File: src/hw/usb_host_ep_attr_pkg.sv
// Package for the host-mode endpoint attribute block.
// Assumes a 32-bit AHB-Lite register bus with word-aligned registers.
package usb_host_ep_attr_pkg;

    // Register byte offsets, one aligned word per register.
    localparam logic [7:0] OFS_RX_BYTE_COUNT = 8'h00;
    localparam logic [7:0] OFS_EP0_SPEED = 8'h04;
    localparam logic [7:0] OFS_TX_TYPE = 8'h08;
    localparam logic [7:0] OFS_EP0_NAK = 8'h0C;
    localparam logic [7:0] OFS_IRQ_STATUS = 8'h10;
    localparam logic [7:0] OFS_IRQ_MASK = 8'h14;
    localparam logic [7:0] OFS_CONTROL = 8'h18;

    localparam int COUNT_W = 13;
    localparam int SPEED_LSB = 6;
    localparam int PROTOCOL_LSB = 4;
    localparam int EPNUM_LSB = 0;
    localparam int NAK_W = 5;

    localparam logic [1:0] SPEED_RESET = 2'h1;
    localparam logic [1:0] PROTOCOL_RESET = 2'h0;
    localparam logic [3:0] EPNUM_RESET = 4'h0;
    localparam logic [4:0] NAK_RESET = 5'h00;
    localparam logic [4:0] NAK_MIN_VALID = 5'h02;
    localparam logic [4:0] NAK_MAX_VALID = 5'h10;

    // Interrupt status and mask bit positions.
    localparam int IRQ_PKT_READY = 0;
    localparam int IRQ_EP0_HALT = 1;
    localparam int IRQ_W = 2;

    // Control register bit positions.
    localparam int CTL_PKT_DONE = 0;
    localparam int CTL_EP0_RESUME = 1;

    typedef enum logic [1:0] {
        SPEED_ILLEGAL = 2'h0,
        SPEED_HIGH = 2'h1,
        SPEED_FULL = 2'h2,
        SPEED_LOW = 2'h3
    } speed_e;

    typedef enum logic [1:0] {
        PROTOCOL_CONTROL = 2'h0,
        PROTOCOL_ISOCHRONOUS = 2'h1,
        PROTOCOL_BULK = 2'h2,
        PROTOCOL_INTERRUPT = 2'h3
    } protocol_e;

    typedef enum logic [2:0] {
        ST_IDLE = 3'b001,
        ST_COUNTING = 3'b010,
        ST_HALTED = 3'b100
    } nak_state_e;

    // Transmit endpoint attributes as the link logic sees them.
    typedef struct packed {
        speed_e speed;
        protocol_e protocol;
        logic [3:0] endpoint;
    } tx_attr_s;

    // Endpoint 0 handshake report from the link logic, one per transaction.
    typedef struct packed {
        logic valid;
        logic nak;
    } ep0_hs_s;

endpackage : usb_host_ep_attr_pkg

File: src/hw/nak_frame_counter.sv
// Counts consecutive NAK-answered frames on endpoint 0 and flags a timeout.
// Assumes one-cycle frame and handshake pulses on i_clk.
`timescale 1ns/1ps
module nak_frame_counter
    import usb_host_ep_attr_pkg::*;
(
    input wire logic i_clk, // System clock.
    input wire logic i_sys_rst, // Synchronous reset, active high.
    input wire logic [NAK_W-1:0] i_limit, // Programmed limit m.
    input wire logic i_frame_tick, // Start of frame or microframe.
    input wire ep0_hs_s i_hs, // Endpoint 0 handshake report.
    input wire logic i_restart, // Drops the count, e.g. on resume.
    output logic o_expired // Pulse when the limit is exceeded.
);
    logic [16:0] count_r, count_nxt;
    logic nak_seen_r, nak_seen_nxt;
    logic expired_r, expired_nxt;
    logic [16:0] span;
    logic enabled;

    // Span is 2^(m-1) frames; values above 16 clamp to 16.
    always_comb begin
        enabled = (i_limit >= NAK_MIN_VALID);
        if (i_limit > NAK_MAX_VALID) begin
            span = 17'h08000;
        end else if (enabled) begin
            span = 17'h00001 << (i_limit - 5'h01);
        end else begin
            span = 17'h00000;
        end
    end

    always_comb begin
        count_nxt = count_r;
        nak_seen_nxt = nak_seen_r;
        expired_nxt = 1'b0;
        if (i_restart || !enabled) begin
            count_nxt = 17'h00000;
            nak_seen_nxt = 1'b0;
        end else begin
            if (i_hs.valid && !i_hs.nak) begin
                count_nxt = 17'h00000;
                nak_seen_nxt = 1'b0;
            end else if (i_hs.valid && i_hs.nak) begin
                nak_seen_nxt = 1'b1;
            end
            // A frame is counted once it closes with only NAKs inside it.
            if (i_frame_tick && nak_seen_r && !(i_hs.valid && !i_hs.nak)) begin
                count_nxt = count_r + 17'h00001;
                nak_seen_nxt = 1'b0;
                if (count_r + 17'h00001 > span) begin
                    expired_nxt = 1'b1;
                    count_nxt = 17'h00000;
                end
            end
        end
    end

    always_ff @(posedge i_clk) begin
        if (i_sys_rst) begin
            count_r <= 17'h00000;
            nak_seen_r <= 1'b0;
            expired_r <= 1'b0;
        end else begin
            count_r <= count_nxt;
            nak_seen_r <= nak_seen_nxt;
            expired_r <= expired_nxt;
        end
    end

    assign o_expired = expired_r;

endmodule : nak_frame_counter

File: src/hw/usb_host_endpoint_attributes.sv
// Host-mode endpoint attributes: receive byte count, target speed and
// transmit type registers, and the endpoint 0 NAK timeout with halt.
// Assumes an AHB-Lite master on i_clk and link logic on the same clock.
//
// What this block does
// - Read-only 13-bit received byte count, upper register bits read zero.
// - Count follows FIFO contents; valid only while packet-ready is set.
// - Endpoint 0 and transmit type registers hold target speed in bits 7-6.
// - Transmit type bits 5-4 select control, isochronous, bulk or interrupt.
// - Transmit type bits 3-0 give the target endpoint number used on the bus.
// - NAK limit m in bits 4-0, valid 2 to 16, span 2^(m-1) frames.
// - Halt endpoint 0 when NAKs persist longer than the programmed span.
// - A NAK limit of zero or one disables the timeout entirely.
// - Packet-ready rises when a packet lands in the FIFO; software clears it.
//
// Implementation choices: the placing of the registers and the AHB-Lite register port.
`timescale 1ns/1ps
module usb_host_endpoint_attributes
    import usb_host_ep_attr_pkg::*;
#(
    parameter int COUNT_WIDTH = COUNT_W
) (
    input wire logic i_clk, // System clock, 200 MHz.
    input wire logic i_sys_rst, // Synchronous reset, active high.
    input wire logic i_hsel, // AHB slave select.
    input wire logic [31:0] i_haddr, // AHB address.
    input wire logic [1:0] i_htrans, // AHB transfer type.
    input wire logic i_hwrite, // AHB write.
    input wire logic [2:0] i_hsize, // AHB size.
    input wire logic [31:0] i_hwdata, // AHB write data.
    input wire logic i_hready, // AHB bus ready.
    output logic [31:0] o_hrdata, // AHB read data.
    output logic o_hreadyout, // AHB slave ready.
    output logic o_hresp, // AHB response, always OKAY.
    input wire logic [COUNT_WIDTH-1:0] i_fifo_bytes, // Live receive FIFO fill.
    input wire logic i_pkt_received, // Pulse: packet stored in the FIFO.
    input wire logic i_frame_tick, // Pulse: frame or microframe start.
    input wire ep0_hs_s i_ep0_hs, // Endpoint 0 handshake report.
    output tx_attr_s o_tx_attr, // Transmit endpoint attributes.
    output speed_e o_ep0_speed, // Endpoint 0 target speed.
    output logic o_receive_packet_ready, // Receive packet-ready flag.
    output logic o_ep0_halted, // Endpoint 0 halted by NAK timeout.
    output logic o_irq // Level interrupt.
);
    localparam logic [1:0] HTRANS_NONSEQ = 2'h2;
    localparam logic [1:0] HTRANS_SEQ = 2'h3;

    // Bus address phase capture.
    logic wr_pend_r, wr_pend_nxt;
    logic [7:0] wr_addr_r, wr_addr_nxt;
    logic [31:0] rdata_r, rdata_nxt;
    logic access;

    // Software-visible state.
    speed_e ep0_speed_r, ep0_speed_nxt;
    tx_attr_s tx_attr_r, tx_attr_nxt;
    logic [NAK_W-1:0] nak_limit_r, nak_limit_nxt;
    logic pkt_ready_r, pkt_ready_nxt;
    logic [COUNT_WIDTH-1:0] count_r, count_nxt;
    logic [IRQ_W-1:0] irq_stat_r, irq_stat_nxt;
    logic [IRQ_W-1:0] irq_mask_r, irq_mask_nxt;
    logic irq_r, irq_nxt;
    nak_state_e nak_st_r, nak_st_nxt;

    // Decoded write strobes.
    logic wr_ctl, wr_stat;
    logic clr_pkt, resume;
    logic expired;
    logic [IRQ_W-1:0] irq_events;

    nak_frame_counter u_nak_counter (
        .i_clk(i_clk),
        .i_sys_rst(i_sys_rst),
        .i_limit(nak_limit_r),
        .i_frame_tick(i_frame_tick),
        .i_hs(i_ep0_hs),
        .i_restart(nak_st_r != ST_COUNTING),
        .o_expired(expired)
    );

    assign access = i_hsel && i_hready && (i_htrans == HTRANS_NONSEQ || i_htrans == HTRANS_SEQ);

    // Bus front end; zero wait states, reads answered in the data phase.
    always_comb begin
        wr_pend_nxt = 1'b0;
        wr_addr_nxt = wr_addr_r;
        rdata_nxt = rdata_r;
        if (access && i_hwrite) begin
            wr_pend_nxt = 1'b1;
            wr_addr_nxt = i_haddr[7:0];
        end
        if (access && !i_hwrite) begin
            case (i_haddr[7:0])
                OFS_RX_BYTE_COUNT: begin
                    rdata_nxt = {{(32-COUNT_WIDTH){1'b0}}, count_r};
                end
                OFS_EP0_SPEED: begin
                    rdata_nxt = {24'h000000, ep0_speed_r, 6'h00};
                end
                OFS_TX_TYPE: begin
                    rdata_nxt = {24'h000000, tx_attr_r};
                end
                OFS_EP0_NAK: begin
                    rdata_nxt = {27'h0000000, nak_limit_r};
                end
                OFS_IRQ_STATUS: begin
                    rdata_nxt = {{(32-IRQ_W){1'b0}}, irq_stat_r};
                end
                OFS_IRQ_MASK: begin
                    rdata_nxt = {{(32-IRQ_W){1'b0}}, irq_mask_r};
                end
                OFS_CONTROL: begin
                    rdata_nxt = {30'h00000000, nak_st_r == ST_HALTED, pkt_ready_r};
                end
                default: begin
                    rdata_nxt = 32'h00000000;
                end
            endcase
        end
    end

    always_ff @(posedge i_clk) begin
        if (i_sys_rst) begin
            wr_pend_r <= 1'b0;
            wr_addr_r <= 8'h00;
            rdata_r <= 32'h00000000;
        end else begin
            wr_pend_r <= wr_pend_nxt;
            wr_addr_r <= wr_addr_nxt;
            rdata_r <= rdata_nxt;
        end
    end

    assign wr_ctl = wr_pend_r && (wr_addr_r == OFS_CONTROL);
    assign wr_stat = wr_pend_r && (wr_addr_r == OFS_IRQ_STATUS);
    assign clr_pkt = wr_ctl && i_hwdata[CTL_PKT_DONE];
    assign resume = wr_ctl && i_hwdata[CTL_EP0_RESUME];

    // Configuration registers written in the data phase.
    always_comb begin
        ep0_speed_nxt = ep0_speed_r;
        tx_attr_nxt = tx_attr_r;
        nak_limit_nxt = nak_limit_r;
        irq_mask_nxt = irq_mask_r;
        if (wr_pend_r) begin
            case (wr_addr_r)
                OFS_EP0_SPEED: begin
                    ep0_speed_nxt = speed_e'(i_hwdata[SPEED_LSB+:2]);
                end
                OFS_TX_TYPE: begin
                    tx_attr_nxt.speed = speed_e'(i_hwdata[SPEED_LSB+:2]);
                    tx_attr_nxt.protocol = protocol_e'(i_hwdata[PROTOCOL_LSB+:2]);
                    tx_attr_nxt.endpoint = i_hwdata[EPNUM_LSB+:4];
                end
                OFS_EP0_NAK: begin
                    nak_limit_nxt = i_hwdata[NAK_W-1:0];
                end
                OFS_IRQ_MASK: begin
                    irq_mask_nxt = i_hwdata[IRQ_W-1:0];
                end
                default: begin
                    irq_mask_nxt = irq_mask_r;
                end
            endcase
        end
    end

    always_ff @(posedge i_clk) begin
        if (i_sys_rst) begin
            ep0_speed_r <= speed_e'(SPEED_RESET);
            tx_attr_r <= '{speed: speed_e'(SPEED_RESET), protocol: protocol_e'(PROTOCOL_RESET),
                           endpoint: EPNUM_RESET};
            nak_limit_r <= NAK_RESET;
            irq_mask_r <= '0;
        end else begin
            ep0_speed_r <= ep0_speed_nxt;
            tx_attr_r <= tx_attr_nxt;
            nak_limit_r <= nak_limit_nxt;
            irq_mask_r <= irq_mask_nxt;
        end
    end

    // Packet-ready flag and the live count; a new packet beats a clear.
    always_comb begin
        pkt_ready_nxt = pkt_ready_r;
        if (clr_pkt) begin
            pkt_ready_nxt = 1'b0;
        end
        if (i_pkt_received) begin
            pkt_ready_nxt = 1'b1;
        end
        // The count is not frozen: it follows the FIFO as software drains it.
        count_nxt = i_fifo_bytes;
    end

    always_ff @(posedge i_clk) begin
        if (i_sys_rst) begin
            pkt_ready_r <= 1'b0;
            count_r <= '0;
        end else begin
            pkt_ready_r <= pkt_ready_nxt;
            count_r <= count_nxt;
        end
    end

    // Endpoint 0 NAK timeout state.
    always_comb begin
        nak_st_nxt = nak_st_r;
        case (nak_st_r)
            ST_IDLE: begin
                if (nak_limit_r >= NAK_MIN_VALID) begin
                    nak_st_nxt = ST_COUNTING;
                end
            end
            ST_COUNTING: begin
                if (nak_limit_r < NAK_MIN_VALID) begin
                    nak_st_nxt = ST_IDLE;
                end else if (expired) begin
                    nak_st_nxt = ST_HALTED;
                end
            end
            ST_HALTED: begin
                if (resume) begin
                    nak_st_nxt = ST_IDLE;
                end
            end
            default: begin
                nak_st_nxt = ST_IDLE;
            end
        endcase
    end

    always_ff @(posedge i_clk) begin
        if (i_sys_rst) begin
            nak_st_r <= ST_IDLE;
        end else begin
            nak_st_r <= nak_st_nxt;
        end
    end

    // Sticky interrupt status, write one to clear; a new event wins.
    always_comb begin
        irq_events = '0;
        irq_events[IRQ_PKT_READY] = i_pkt_received;
        irq_events[IRQ_EP0_HALT] = (nak_st_r == ST_COUNTING) && expired;
        irq_stat_nxt = irq_stat_r;
        if (wr_stat) begin
            irq_stat_nxt = irq_stat_r & ~i_hwdata[IRQ_W-1:0];
        end
        irq_stat_nxt = irq_stat_nxt | irq_events;
        irq_nxt = |(irq_stat_nxt & irq_mask_nxt);
    end

    always_ff @(posedge i_clk) begin
        if (i_sys_rst) begin
            irq_stat_r <= '0;
            irq_r <= 1'b0;
        end else begin
            irq_stat_r <= irq_stat_nxt;
            irq_r <= irq_nxt;
        end
    end

    assign o_hrdata = rdata_r;
    assign o_hreadyout = 1'b1;
    assign o_hresp = 1'b0;
    assign o_tx_attr = tx_attr_r;
    assign o_ep0_speed = ep0_speed_r;
    assign o_receive_packet_ready = pkt_ready_r;
    // The one-hot halted bit is the state flop itself, so no decode sits on the pin.
    assign o_ep0_halted = nak_st_r[2];
    assign o_irq = irq_r;

endmodule : usb_host_endpoint_attributes

File: config.mk
export PLATFORM = sky130hd
export DESIGN_NAME = usb_host_endpoint_attributes
export DESIGN_NICKNAME = d
export VERILOG_FILES = /design/src/hw/usb_host_ep_attr_pkg.sv /design/src/hw/nak_frame_counter.sv /design/src/hw/usb_host_endpoint_attributes.sv
export SDC_FILE = /design/constraint.sdc
export NUM_CORES = 1
export LEC_CHECK = 0
export ABC_CLOCK_PERIOD_IN_PS = 4600
export BUFFER_PORTS_ARGS = -buffer_cell sky130_fd_sc_hd__buf_2
export CAP_MARGIN = 20
export CORE_MARGIN = 4
export CORE_UTILIZATION = 25
export CTS_BUF_LIST = sky130_fd_sc_hd__clkbuf_4 sky130_fd_sc_hd__clkbuf_8
export CTS_CLUSTER_SIZE = 20
export DETAILED_ROUTE_END_ITERATION = 7
export GPL_TIMING_DRIVEN = 0
export PLACE_DENSITY = 0.56
export SLEW_MARGIN = 20
export SYNTH_ARGS = -nofsm -noshare
export SYNTH_HDL_FRONTEND = slang
export SYNTH_SLANG_ARGS = --single-unit
export TNS_END_PERCENT = 30
File: constraint.sdc
create_clock -name i_clk -period 4.6 [get_ports i_clk]
set_input_delay 0.92 -clock i_clk [delete_from_list [all_inputs] [get_ports i_clk]]
set_output_delay 0.92 -clock i_clk [all_outputs]
set_load 0.02 [all_outputs]
==> run metrics <==
status completed; initial drt markers 185; Core ar. 15900 um2; number of synthesized register bits 78; ANT nets after route 0; initial core utilization 25.5%; minimum clock period 4.12 ns; final worst-path cycle share 89.6%; number of enable flip-flop cells after synthesis 0; WP buf/inv 3; post-synthesis instance area 4050 um2; n_diodes 0; adder-cell area share of the yosys netlist 5.56%; CTS max path bufs 2; peak supply drop 0.196 mV; Reg clk slew, reported paths 0.09 ns; post-synth cell types 49; post-CTS sizing 0; commonest register cell after synthesis dfxtp_1; Highest Clock Rate 242 MHz; vias per cell 4.44; worst skew pair latency 0.35 ns; Post-synth top cells dfxtp_1 (78), nand2_1 (65), nor2_1 (50); Area Overhead vs Synth 21.5%; Hold Vio Cnt, Final 0; CP startpoint kind flop; Post-CTS Setup Bufs 0; WL/cell 12.8 um; largest family of logic cells by synthesized area simple AND/OR/NAND/NOR gates; Max H-tree Level 3; sequential area share after synthesis 38.5%; I/O Pins 138; final slew viol count 0; fin util 31.0%; post-synth top area share 38.5%; largest net degree at the start of global routing 16; CTS Sinks 78; Final Non-Filler Cells 801; Top delay family on crit path simple AND/OR/NAND/NOR gates; initial antenna violation count 0; first-pass GRT wire length 17100 um; # nets final 689; Avg Cell Area, Syn 8.36 um2; Setup TNS 0 ns; GP Congestion 0.810; P per Cell Area 269 nW/um2; critical-path cell list ha_1 -> nand3_1 -> nor2_1 -> and3_1 -> clkbuf_1 -> and3_1 -> xnor2_1 -> inv_1 -> ha_1 -> nand4_1 -> nor4_1 -> or2b_4 -> a31oi_4 -> buf_6 -> o22ai_2; Final setup violation count 0; Worst Skew 0.00985 ns; complex-gate fraction of the synthesized area 15.3%; vias in the first global route 3425; CP Class reg2reg; Syn Inst Count 485; Post-CTS Hold Buffers 0; mux share of post-synthesis cell area 5.93%; Slew @ Worst Pin 0.633 ns; post-synthesis xor/xnor area fraction 3.03%; full die area 18300 um2; CTS tree done; slew margin rel. 57.8%; RSZ-0062 raised after global routing false; CP Max Fanout 10; max incr delay on CP 0.44 ns; die height 135 um; Initial DRT Pass Iterations 4; max cap viols 0; post-synthesis simple-gate area fraction 23.2%; Routed WL 10200 um; DRC Markers 0; most common cell in the netlist dfxtp_1; FFs w/ async S/R, synth 0%; total grt overflow 0; top cell type by total area after synthesis dfxtp_1; detailed-route via count 3554; crit path DAT 4.36 ns; critical path's slowest cell dfxtp_1; die width 135 um; number of port buffers 63; CTS Root Buffer Type clkbuf_8; fraction of layout cells with a size suffix above 1 20.0%; CTS Buf Count 9; DP HPWL 7990 um; total global-route track usage 11.5%; Warnings, synthesis 0; Crit. End Element flop; Cell Rows 46; Leak 2.20 nW; Synth area leaders dfxtp_1 (39%), nand2_1 (6.0%), mux2i_1 (5.9%); Hold Slack 0.464 ns; post-placement cell count 785; FILL cells 1754; Critical Path RT 4.83 ns; HP Class reg2reg
-- layer usage --
layer  up-vias  global-route usage (%)  part of all wire [%]
met2        91                    19.1                    46
met4         0                    3.30                   1.0
li1       1826                       -                     -
met1      1628                    15.0                    47
met5         -                       0                     0
met3         9                    2.82                   5.9
-- flip-flops by register name (all words and copies together), names as in the netlist, 2 cells and up --
signal,flops
o_ep0_speed,2
u_nak_counter.count_r,17
o_hrdata,13
nak_st_r,3
wr_addr_r,8
o_tx_attr,8
nak_limit_r,5
irq_mask_r,2
count_r,13
irq_stat_r,2
-- power breakdown --
group	total, mW	switching (mW)	internal, mW
combinational	0.0992	0.0602	0.0389
clock	0.536	0.278	0.258
sequential	0.687	0.00322	0.684
-- per-stage QoR --
step	cell area, um2	power (mW)	worst slack, ns
2_1_floorplan	4130	0.767	1.22
3_3_place_gp	4720	0.800	0.463
3_5_place_dp	4720	0.801	0.470
4_1_cts	4920	1.34	0.443
5_1_grt	4920	1.38	0.0825
6_report	4920	1.32	0.476
-- layout make-up --
type | instances | area (um2) | share of cell area, %
multi-input cells | 363 | 2240 | 45.5
flip-flops and latches | 78 | 1560 | 31.7
repair buffers | 63 | 315 | 6.40
well taps | 216 | 270 | 5.49
plain buffers | 42 | 245 | 4.98
clock buffers | 9 | 124 | 2.52
inverters | 23 | 86.3 | 1.75
clock inverters | 7 | 82.6 | 1.68
-- cell families after synthesis --
group	Yosys count
flip-flops	78
buffers and inverters	65
other	2
AO/OA/AOI/OAI	89
XOR/XNOR	14
multiplexers	24
AND/OR/NAND/NOR	195
adder cells (fa/ha/maj)	18
-- worst register-to-register path: stages (launching register included) --
cell and delay, ns:
dfxtp_1 0.44, ha_1 0.28, nand3_1 0.20, nor2_1 0.27, and3_1 0.19, clkbuf_1 0.25
and3_1 0.22, xnor2_1 0.16, inv_1 0.09, ha_1 0.30, nand4_1 0.19, nor4_1 0.43
or2b_4 0.37, a31oi_4 0.29, buf_6 0.23, o22ai_2 0.09
-- placed cells by master (no fill, tap or decap), drive strengths merged, types with 2 or more instances in the layout --
cell type / n
o22ai: 6
o211ai: 5
clkinvlp: 2
nor4: 4
a21oi: 23
nor2: 50
a21o: 2
nand3b: 4
nand3: 17
xnor2: 10
inv: 25
nor3: 7
and3: 10
clkinv: 2
conb: 23
nor3b: 3
a31oi: 9
dfxtp: 78
nand2: 65
nand4: 8
clkbuf: 27
nand2b: 3
buf: 87
a22oi: 10
o31ai: 5
and4: 2
o21ai: 23
xor2: 4
nor2b: 16
mux2i: 24
ha: 18
-- worst paths after layout --
kind,cells past startpoint,startpoint,to,slack (ns)
worst max-delay path,15,u_nak_counter.count_r[0]$_SDFFE_PP0P_,u_nak_counter.count_r[12]$_SDFFE_PP0P_,0.48
worst min-delay path,2,o_hrdata[0]$_SDFFE_PP0P_,o_hrdata[0]$_SDFFE_PP0P_,0.46
worst max register to register,15,u_nak_counter.count_r[0]$_SDFFE_PP0P_,u_nak_counter.count_r[12]$_SDFFE_PP0P_,0.48
worst min register to register,2,o_hrdata[0]$_SDFFE_PP0P_,o_hrdata[0]$_SDFFE_PP0P_,0.46
Note: power is estimated with default switching activity, not from simulation.
